<file path="src/ccmc_defines.svh">
// register offsets, field positions, reset values and counts for the can mode control block
// assumes a 32-bit apb slave; every register is one aligned word
`ifndef CCMC_DEFINES_SVH
`define CCMC_DEFINES_SVH

`define CCMC_OFS_MCR         12'h000
`define CCMC_OFS_MSR         12'h004
`define CCMC_OFS_IER         12'h008
`define CCMC_OFS_DGR         12'h00C
`define CCMC_OFS_PAGE        12'h010
`define CCMC_OFS_BITLEN      12'h014
`define CCMC_OFS_FILTACT     12'h018
`define CCMC_OFS_TXREQ       12'h01C
`define CCMC_OFS_FIFO        12'h020

`define CCMC_MCR_INIT_BIT    0
`define CCMC_MCR_SLEEP_BIT   1
`define CCMC_MCR_AWAKE_BIT   2
`define CCMC_MSR_INITACK_BIT 0
`define CCMC_MSR_SLPACK_BIT  1
`define CCMC_MSR_WAKE_BIT    2
`define CCMC_MSR_RX_BIT      3
`define CCMC_DGR_LISTEN_BIT  0
`define CCMC_DGR_LOOP_BIT    1
`define CCMC_FIFO_REL_BIT    2
`define CCMC_FIFO_OVR_BIT    3

`define CCMC_MCR_RESET       3'h2
`define CCMC_BITLEN_RESET    8'h14
`define CCMC_IDLE_BITS       4'hB
`define CCMC_FIFO_DEPTH      2'h3
`define CCMC_TX_MAILBOXES    2
`define CCMC_FILTER_BANKS    6
`define CCMC_PAGE_BITS       3

`endif

</file>
<file path="src/ccmc_pkg.sv">
// types shared by the can mode control block
// assumes ccmc_defines.svh holds the numbers
package ccmc_pkg;
   typedef enum logic [1:0] {
      CCMC_SLEEP  = 2'b00,
      CCMC_INIT   = 2'b01,
      CCMC_SYNC   = 2'b10,
      CCMC_NORMAL = 2'b11
   } ccmc_mode_t;
endpackage

</file>
<file path="src/ccmc_mode_ctrl.sv">
// operating-mode control of a can controller with an apb register port
// assumes a protocol core on the same clock that sends and receives single bits
//
// The implementer's own choices: the APB interface to the registers and the address map.
`timescale 1ns/1ps
`include "ccmc_defines.svh"

module ccmc_mode_ctrl (
   input  wire logic        pclk,            // 20 mhz apb clock
   input  wire logic        presetn,         // async reset, active low
   input  wire logic        psel,            // apb select
   input  wire logic        penable,         // apb access phase
   input  wire logic        pwrite,          // apb direction
   input  wire logic [11:0] paddr,           // apb byte address
   input  wire logic [31:0] pwdata,          // apb write data
   output logic      [31:0] prdata,          // apb read data
   output logic             pready,          // apb ready
   output logic             pslverr,         // apb error on unmapped address
   input  wire logic        bus_rx_pin,      // can receive pin
   output logic             bus_tx_pin,      // can transmit pin
   input  wire logic        core_tx_bit,     // bit the core wants on the bus
   input  wire logic        core_msg_stored, // pulse: valid filtered frame received
   input  wire logic        core_tx_done,    // pulse: granted mailbox finished
   output logic             core_rx_bit,     // bit seen by the core
   output logic             core_enable,     // core may join bus activity
   output logic             core_ignore_ack, // loop-back: ack errors ignored
   output logic             core_tx_grant,   // scheduled mailbox may start
   output logic             core_tx_mailbox, // index of the scheduled mailbox
   output logic [5:0]       filter_active,   // per-bank activation bits
   output logic [2:0]       page_select,     // active register page
   output logic             wake_irq         // wake-up interrupt, level
);

   ////////////////////////////////////////////////////////////////////////////
   // pin synchroniser: stage one is read only by stage two
   logic rx_meta_q;
   logic rx_q;
   logic rx_prev_q;

   always_ff @(posedge pclk or negedge presetn) begin
      if (!presetn) begin
         rx_meta_q <= 1'b1;
         rx_q      <= 1'b1;
         rx_prev_q <= 1'b1;
      end else begin
         rx_meta_q <= bus_rx_pin;
         rx_q      <= rx_meta_q;
         rx_prev_q <= rx_q;
      end
   end

   ////////////////////////////////////////////////////////////////////////////
   // state and registers
   ccmc_pkg::ccmc_mode_t mode_q;
   logic       init_request_q;
   logic       sleep_request_q;
   logic       auto_wake_enable_q;
   logic       wake_irq_enable_q;
   logic       wake_pending_q;
   logic       listen_only_select_q;
   logic       self_loop_select_q;
   logic       from_sleep_q;
   logic [7:0] bit_len_q;
   logic [7:0] bit_cnt_q;
   logic [3:0] idle_cnt_q;
   logic [5:0] filter_bank_active_q;
   logic [2:0] page_q;
   logic [1:0] tx_pend_q;
   logic       tx_busy_q;
   logic       tx_idx_q;
   logic [1:0] fifo_lvl_q;
   logic       fifo_ovr_q;

   logic wr;
   logic rd_ok;
   logic bus_act;
   logic bit_tick;
   logic idle_seen;
   logic in_init;
   logic in_sleep;

   assign wr       = psel && penable && pwrite;
   assign in_init  = (mode_q == ccmc_pkg::CCMC_INIT);
   assign in_sleep = (mode_q == ccmc_pkg::CCMC_SLEEP);
   // any dominant edge while asleep counts as bus activity
   assign bus_act  = in_sleep && rx_prev_q && !rx_q;

   ////////////////////////////////////////////////////////////////////////////
   // bit-rate sample tick from the programmed bit length
   always_ff @(posedge pclk or negedge presetn) begin
      if (!presetn) begin
         bit_cnt_q <= 8'h00;
      end else if (bit_tick || mode_q != ccmc_pkg::CCMC_SYNC) begin
         bit_cnt_q <= 8'h00;
      end else begin
         bit_cnt_q <= bit_cnt_q + 8'h01;
      end
   end
   assign bit_tick = (bit_cnt_q + 8'h01 >= bit_len_q);

   // idle detector: restart on dominant, count recessive samples
   always_ff @(posedge pclk or negedge presetn) begin
      if (!presetn) begin
         idle_cnt_q <= 4'h0;
      end else if (mode_q != ccmc_pkg::CCMC_SYNC || !rx_q) begin
         idle_cnt_q <= 4'h0;
      end else if (bit_tick && idle_cnt_q != `CCMC_IDLE_BITS) begin
         idle_cnt_q <= idle_cnt_q + 4'h1;
      end
   end
   assign idle_seen = (idle_cnt_q == `CCMC_IDLE_BITS);

   ////////////////////////////////////////////////////////////////////////////
   // mode machine; init has priority over sleep in normal mode
   always_ff @(posedge pclk or negedge presetn) begin
      if (!presetn) begin
         mode_q       <= ccmc_pkg::CCMC_SLEEP;
         from_sleep_q <= 1'b1;
      end else begin
         unique case (mode_q)
            ccmc_pkg::CCMC_SLEEP: begin
               // mode held while asleep: a pending init request waits
               if (!sleep_request_q) begin
                  mode_q       <= ccmc_pkg::CCMC_SYNC;
                  from_sleep_q <= 1'b1;
               end
            end
            ccmc_pkg::CCMC_INIT: begin
               // configuration registers are not touched on entry
               if (!init_request_q) begin
                  mode_q       <= ccmc_pkg::CCMC_SYNC;
                  from_sleep_q <= 1'b0;
               end
            end
            ccmc_pkg::CCMC_SYNC: begin
               if (init_request_q) begin
                  mode_q <= ccmc_pkg::CCMC_INIT;
               end else if (idle_seen) begin
                  mode_q <= ccmc_pkg::CCMC_NORMAL;
               end
            end
            ccmc_pkg::CCMC_NORMAL: begin
               if (init_request_q) begin
                  mode_q <= ccmc_pkg::CCMC_INIT;
               end else if (sleep_request_q) begin
                  mode_q <= ccmc_pkg::CCMC_SLEEP;
               end
            end
         endcase
      end
   end

   ////////////////////////////////////////////////////////////////////////////
   // master control reset word, split into its fields below
   localparam logic [2:0] MCR_RST = `CCMC_MCR_RESET;

   // master control: hardware wake clears the sleep request after a write
   always_ff @(posedge pclk or negedge presetn) begin
      if (!presetn) begin
         init_request_q     <= MCR_RST[`CCMC_MCR_INIT_BIT];
         sleep_request_q    <= MCR_RST[`CCMC_MCR_SLEEP_BIT];
         auto_wake_enable_q <= MCR_RST[`CCMC_MCR_AWAKE_BIT];
      end else begin
         if (wr && paddr == `CCMC_OFS_MCR) begin
            init_request_q     <= pwdata[`CCMC_MCR_INIT_BIT];
            sleep_request_q    <= pwdata[`CCMC_MCR_SLEEP_BIT];
            auto_wake_enable_q <= pwdata[`CCMC_MCR_AWAKE_BIT];
         end
         if (bus_act && auto_wake_enable_q) begin
            sleep_request_q <= 1'b0;
         end
      end
   end

   // wake flag: set beats a software clear in the same cycle
   always_ff @(posedge pclk or negedge presetn) begin
      if (!presetn) begin
         wake_pending_q <= 1'b0;
      end else if (bus_act) begin
         wake_pending_q <= 1'b1;
      end else if (wr && paddr == `CCMC_OFS_MSR && pwdata[`CCMC_MSR_WAKE_BIT]) begin
         wake_pending_q <= 1'b0;
      end
   end
   assign wake_irq = wake_pending_q && wake_irq_enable_q;

   // configuration registers; software keeps test bits to init mode
   always_ff @(posedge pclk or negedge presetn) begin
      if (!presetn) begin
         wake_irq_enable_q    <= 1'b0;
         listen_only_select_q <= 1'b0;
         self_loop_select_q   <= 1'b0;
         bit_len_q            <= `CCMC_BITLEN_RESET;
         filter_bank_active_q               <= 6'h00;
         page_q               <= 3'h0;
      end else if (wr) begin
         unique case (paddr)
            `CCMC_OFS_IER:    wake_irq_enable_q <= pwdata[0];
            `CCMC_OFS_DGR: begin
               listen_only_select_q <= pwdata[`CCMC_DGR_LISTEN_BIT];
               self_loop_select_q   <= pwdata[`CCMC_DGR_LOOP_BIT];
            end
            `CCMC_OFS_PAGE:   page_q    <= pwdata[2:0];
            `CCMC_OFS_BITLEN: bit_len_q <= (pwdata[7:0] == 8'h00) ? 8'h01 : pwdata[7:0];
            `CCMC_OFS_FILTACT: filter_bank_active_q   <= pwdata[5:0];
            default: ;
         endcase
      end
   end
   assign filter_active = filter_bank_active_q;
   assign page_select   = page_q;

   ////////////////////////////////////////////////////////////////////////////
   // two transmit mailboxes; lower pending index goes first
   // a finish and a new request in one cycle must both land; the request wins
   logic [1:0] tx_clr;
   logic [1:0] tx_set;
   assign tx_clr = (tx_busy_q && core_tx_done) ? (2'h1 << tx_idx_q) : 2'h0;
   assign tx_set = (wr && paddr == `CCMC_OFS_TXREQ) ? pwdata[1:0] : 2'h0;

   always_ff @(posedge pclk or negedge presetn) begin
      if (!presetn) begin
         tx_pend_q <= 2'h0;
         tx_busy_q <= 1'b0;
         tx_idx_q  <= 1'b0;
      end else begin
         tx_pend_q <= (tx_pend_q & ~tx_clr) | tx_set;
         if (tx_busy_q && core_tx_done) begin
            tx_busy_q <= 1'b0;
         end else if (!tx_busy_q && core_tx_grant) begin
            tx_busy_q <= 1'b1;
            tx_idx_q  <= core_tx_mailbox;
         end
      end
   end
   assign core_tx_mailbox = tx_busy_q ? tx_idx_q : !tx_pend_q[0];
   // listen-only never starts a frame
   assign core_tx_grant   = (tx_busy_q || tx_pend_q != 2'h0)
                            && core_enable && !listen_only_select_q;

   ////////////////////////////////////////////////////////////////////////////
   // receive fifo occupancy, at most three messages held in all
   // a release of an empty fifo is ignored so the level never wraps
   logic fifo_rel;
   assign fifo_rel = wr && paddr == `CCMC_OFS_FIFO && pwdata[`CCMC_FIFO_REL_BIT]
                     && fifo_lvl_q != 2'h0;

   always_ff @(posedge pclk or negedge presetn) begin
      if (!presetn) begin
         fifo_lvl_q <= 2'h0;
         fifo_ovr_q <= 1'b0;
      end else begin
         if (core_msg_stored && !fifo_rel && fifo_lvl_q == `CCMC_FIFO_DEPTH) begin
            fifo_ovr_q <= 1'b1;
         end else if (wr && paddr == `CCMC_OFS_FIFO && pwdata[`CCMC_FIFO_OVR_BIT]) begin
            fifo_ovr_q <= 1'b0;
         end
         if (core_msg_stored && !fifo_rel && fifo_lvl_q != `CCMC_FIFO_DEPTH) begin
            fifo_lvl_q <= fifo_lvl_q + 2'h1;
         end else if (fifo_rel && !core_msg_stored) begin
            fifo_lvl_q <= fifo_lvl_q - 2'h1;
         end
      end
   end

   ////////////////////////////////////////////////////////////////////////////
   // pin muxing for normal, listen-only and loop-back
   assign core_enable     = (mode_q == ccmc_pkg::CCMC_NORMAL);
   assign core_ignore_ack = self_loop_select_q;
   always_comb begin
      if (!core_enable || listen_only_select_q) begin
         bus_tx_pin = 1'b1;
      end else begin
         bus_tx_pin = core_tx_bit;
      end
      if (self_loop_select_q) begin
         core_rx_bit = core_tx_bit;
      end else if (listen_only_select_q) begin
         core_rx_bit = rx_q & core_tx_bit;
      end else begin
         core_rx_bit = rx_q;
      end
   end

   ////////////////////////////////////////////////////////////////////////////
   // apb read side, zero wait states
   logic init_ack;
   logic slp_ack;
   assign init_ack = in_init || (mode_q == ccmc_pkg::CCMC_SYNC && !from_sleep_q);
   assign slp_ack  = in_sleep || (mode_q == ccmc_pkg::CCMC_SYNC && from_sleep_q);

   always_comb begin
      prdata = 32'h0000_0000;
      rd_ok  = 1'b1;
      unique case (paddr)
         `CCMC_OFS_MCR:    prdata[2:0] = {auto_wake_enable_q, sleep_request_q, init_request_q};
         `CCMC_OFS_MSR:    prdata[3:0] = {rx_q, wake_pending_q, slp_ack, init_ack};
         `CCMC_OFS_IER:    prdata[0]   = wake_irq_enable_q;
         `CCMC_OFS_DGR:    prdata[2:0] = {rx_q, self_loop_select_q, listen_only_select_q};
         `CCMC_OFS_PAGE:   prdata[2:0] = page_q;
         `CCMC_OFS_BITLEN: prdata[7:0] = bit_len_q;
         `CCMC_OFS_FILTACT: prdata[5:0] = filter_bank_active_q;
         `CCMC_OFS_TXREQ:  prdata[3:0] = {tx_idx_q, tx_busy_q, tx_pend_q};
         `CCMC_OFS_FIFO:   prdata[3:0] = {fifo_ovr_q, 1'b0, fifo_lvl_q};
         default:          rd_ok       = 1'b0;
      endcase
   end
   assign pready  = 1'b1;
   assign pslverr = psel && penable && !rd_ok;

endmodule

</file>
<file path="config.mk">
export PLATFORM = sky130hd
export DESIGN_NAME = ccmc_mode_ctrl
export DESIGN_NICKNAME = d
export VERILOG_FILES = /design/src/ccmc_pkg.sv /design/src/ccmc_mode_ctrl.sv
export VERILOG_INCLUDE_DIRS = /design/src /design/src/src
export SDC_FILE = /design/constraint.sdc
export NUM_CORES = 1
export LEC_CHECK = 0
export BUFFER_PORTS_ARGS = -buffer_cell sky130_fd_sc_hd__buf_4
export CAP_MARGIN = 40
export CORE_ASPECT_RATIO = 0.75
export CORE_UTILIZATION = 30
export CTS_CLUSTER_SIZE = 14
export DETAILED_ROUTE_END_ITERATION = 10
export MAX_ROUTING_LAYER = met4
export PLACE_DENSITY = 0.6
export SLEW_MARGIN = 10
export SYNTH_ARGS = -nofsm -noshare
export SYNTH_HDL_FRONTEND = slang
export SYNTH_SLANG_ARGS = --single-unit
</file>
<file path="constraint.sdc">
create_clock -name pclk -period 2.3 [get_ports pclk]
set_input_delay 0.46 -clock pclk [delete_from_list [all_inputs] [get_ports pclk]]
set_output_delay 0.46 -clock pclk [all_outputs]
set_load 0.02 [all_outputs]
</file>
==> flow_metrics.env <==
export IMPL_initial_core_util_pct=30.92
export IMPL_worst_setup_hold_path_clk_slew_ns=0.07
export IMPL_ir_worst_vdd_v=0.0003002
export IMPL_dieWidth_microns=117.2
export IMPL_max_slew_margin_pct=56.48
export IMPL_achievable_frequency_mhz=400.4
export IMPL_cts_inserted_buffers=5
export IMPL_rows=31
export IMPL_boundaryPins=103
export IMPL_antenna_cells=0
export IMPL_violated_checks="negative setup slack"
export IMPL_synth_seq_cells=49
export IMPL_commonest_non_fill_non_tap_cells_in_the_layout="sky130_fd_sc_hd__buf_4 (77), sky130_fd_sc_hd__dfrtp_1 (42), sky130_fd_sc_hd__nand2_1 (28), sky130_fd_sc_hd__conb_1 (25), sky130_fd_sc_hd__o21ai_0 (17)"
export IMPL_placement_cell_area_sq_um=3664
export IMPL_cts_max_path_buffers=2
export IMPL_synth_cells=310
export IMPL_route_detailed_drc=0
export IMPL_clockRootBuffer="sky130_fd_sc_hd__clkbuf_16"
export IMPL_maxCapViolations=0
export IMPL_layout_nets=457
export IMPL_netlist_top_cells_area="sky130_fd_sc_hd__dfrtp_1 (35%), sky130_fd_sc_hd__buf_4 (6.3%), sky130_fd_sc_hd__dfstp_2 (6.2%), sky130_fd_sc_hd__mux2_2 (5.7%), sky130_fd_sc_hd__ha_1 (4.2%)"
export IMPL_cts_hold_buf=0
export IMPL_finish_cell_count_without_fillers=527
export IMPL_layout_cell_area_non_filler_sq_um=4049
export IMPL_syn_cell_area_sq_um=2987
export IMPL_totalWireLength_microns=8217
export IMPL_tightest_slew_ns=0.6528
export IMPL_timing_critical_path_from_type="primary input"
export IMPL_grt_pass1_vias=2423
export IMPL_final_max_slew_viol_count=0
export IMPL_core_sq_um=9658
export IMPL_worstPathMaxFanout=2
export IMPL_yosys_warnings=0
export IMPL_p_total_mw=2.275
export IMPL_critical_path_slowest_cell="sky130_fd_sc_hd__or4_4"
export IMPL_cp_end_kind="primary output"
export IMPL_cellLeakagePower_nw=1.943
export IMPL_rsz0062_at_grt="yes"
export IMPL_number_of_antenna_violations_at_the_first_check_in_global_routing=0
export IMPL_finClkSkew_ns=0.002703
export IMPL_detail_route_iter0_violations=181
export IMPL_clkSinkCount=49
export IMPL_switching_power_uw=709.9
export IMPL_timing_critical_path_slowest_cell_delay_ns=0.56
export IMPL_synth_async_reset_ratio_pct=100.0
export IMPL_critical_path_data_arrival_time_ns=2.04
export IMPL_worst_hold_path_type="primary input to async pin"
export IMPL_hold_viol_final=0
export IMPL_setup_violations=3
export IMPL_layout_worst_path_cycle_share_pct=108.6
export IMPL_vias=2607
export IMPL_power_internal_mw=1.565
export IMPL_route_detailed_wl_per_inst_microns=15.59
export IMPL_cts_max_level=2
export IMPL_syn2layout_area_growth_pct=35.57
export IMPL_fin_tns_setup_ns=-0.3387
export IMPL_tritoncts_clock_tree="yes"
export IMPL_antenna_violating_nets_post_route=0
export IMPL_clk_insertion_delay_late_ns=0.30
export IMPL_detail_route_vias_per_cell=4.947
export IMPL_gp_congestion=0.8603
export IMPL_pwr_share_comb_pct=21.3
export IMPL_synth_top_cell_by_area="sky130_fd_sc_hd__dfrtp_1"
export IMPL_post_synth_top_area_fraction_pct=35.19
export IMPL_status="complete, but fails checks"
export IMPL_drt_first_pass_iters=4
export IMPL_die_height_microns=88.41
export IMPL_track_usage_pct=17.31
export IMPL_grt_pass1_wl_microns=12920
export IMPL_globalRoute_totalOverflow=0
export IMPL_layout_commonest_cell="sky130_fd_sc_hd__buf_4"
export IMPL_timing_critical_path_cells="buf_6, or4_4, nor2_4, nand2_2, or4_1, o211ai_1, buf_4"
export IMPL_synth_edf_count=0
export IMPL_place_inst=516
export IMPL_top_flip_flop_cell_by_instance_count_after_synthesis="sky130_fd_sc_hd__dfrtp_1"
export IMPL_pin_count_of_the_biggest_net_entering_global_routing=50
export IMPL_worst_path_class_setup="primary input to primary output"
export IMPL_postSynthAreaPerCell_sq_um=9.634
export IMPL_cellPowerDensity_nw_per_um2=561.9
export IMPL_synth_sequential_area_ratio_pct=41.35
export IMPL_final_core_util_pct=41.92
export IMPL_dpl_hpwl_microns=6176
export IMPL_io_buffer_count=53
export IMPL_synth_cell_types=56
export IMPL_pwr_share_seq_pct=44.1
export IMPL_timing_final_crit_period_ns=2.498
export IMPL_p_sw_share_pct=31.20
export IMPL_drive_gt1_share_pct=40.00
export IMPL_setup_slack_ns=-0.1977
export IMPL_floorplan_die_area_sq_um=10360
export IMPL_clock_network_fraction_of_design_power_pct=34.5
export IMPL_critical_path_required_ns=1.84
[cell type report]
class                   instances  area [sq um]
fillers                       944          5609
multi-input cells             237          1752
clock buffers                   5         125.1
inverters                      14         52.55
repair buffers                 87         690.7
well taps                     132         165.2
clock inverters                 3         28.78
flip-flops and latches         49          1235
[synth_stat cells, drive strengths merged (4+ instances only)]
cell,instances
buf,28
nor2,22
nor3,10
dfstp,7
a22o,4
inv,14
nand4,9
a21oi,12
mux2,15
clkbuf,5
o21ai,17
mux2i,8
dfrtp,42
nand2,32
nor4,4
nand3,15
xor2,4
ha,10
nor2b,7
[per-layer routing]
metal	global-route usage, %	up-vias	share of wire, %
met3	3.425	6	9.0
met5	-	-	0
met1	24.89	1277	46
met4	5.178	0	0.89
li1	-	1239	-
met2	24.28	85	44
[critical path: cells and delay by family]
| family | cells | cell delay, ns |
|---|---|---|
| simple gates | 4 | 1.19 |
| buf+inv | 2 | 0.27 |
| compound gates | 1 | 0.12 |
[power groups by stage]
stage | Sequential, mW | Clock (mW) | Combinational (mW)
final | 1.00 | 0.785 | 0.486
after global routing | 1.02 | 0.844 | 0.538
after CTS | 0.993 | 0.805 | 0.435
after detailed placement | 1.00 | 0 | 0.421
after global placement | 0.999 | 0 | 0.408
after floorplan | 0.991 | 0 | 0.292
[flip-flops by register name, indices dropped and copies added, names as in the netlist, 2 cells and up]
register and count:
bit_cnt_q 8, bit_len_q 8, fifo_lvl_q 2, filter_active 6, idle_cnt_q 4, mode_q 2
page_select 3, tx_pend_q 2
[final timing paths]
path	from	endpoint	slack (ns)	depth (start not counted)
worst min-delay path	presetn	fifo_lvl_q[0]	0.17	1
min in group pclk	bus_rx_pin	rx_meta_q	0.26	1
worst min register to register	rx_meta_q	rx_q	0.36	0
worst max-delay path	paddr[10]	prdata[1]	-0.20	7
max in group asynchronous	presetn	bit_cnt_q[1]	1.68	1
worst max register to register	bit_cnt_q[0]	bit_cnt_q[6]	0.02	10
[repair_timing]
| action | CTS | global route |
|---|---|---|
| pin swaps | 16 | 10 |
| gates resized for setup | 15 | 31 |
| endpoints found under the setup margin | 17 | 18 |
| setup buffers | 2 | 1 |
[logic make-up (layout without fill, tap and decap cells)]
kind of cell / Yosys count / in the layout / synth area share (%)
compound gates: 51 / 51 / 10.77
flops: 49 / 49 / 41.35
simple gates: 119 / 119 / 22.41
buf+inv: 47 / 109 / 9.133
fa+ha+maj: 10 / 10 / 4.189
other cells: 2 / 25 / 0.2515
mux: 25 / 25 / 9.845
xor+xnor: 7 / 7 / 2.053
[stage by stage]
stage	worst slack [ns]	hold WS (ns)
3_3_place_gp	-0.2310	0.3459
4_1_cts	-0.2107	0.2126
3_5_place_dp	-0.2330	0.3558
2_1_floorplan	-0.06702	0.1644
5_1_grt	-0.2730	0.2244
6_report	-0.1977	0.1744
Note: power is estimated with default switching activity, not from simulation.
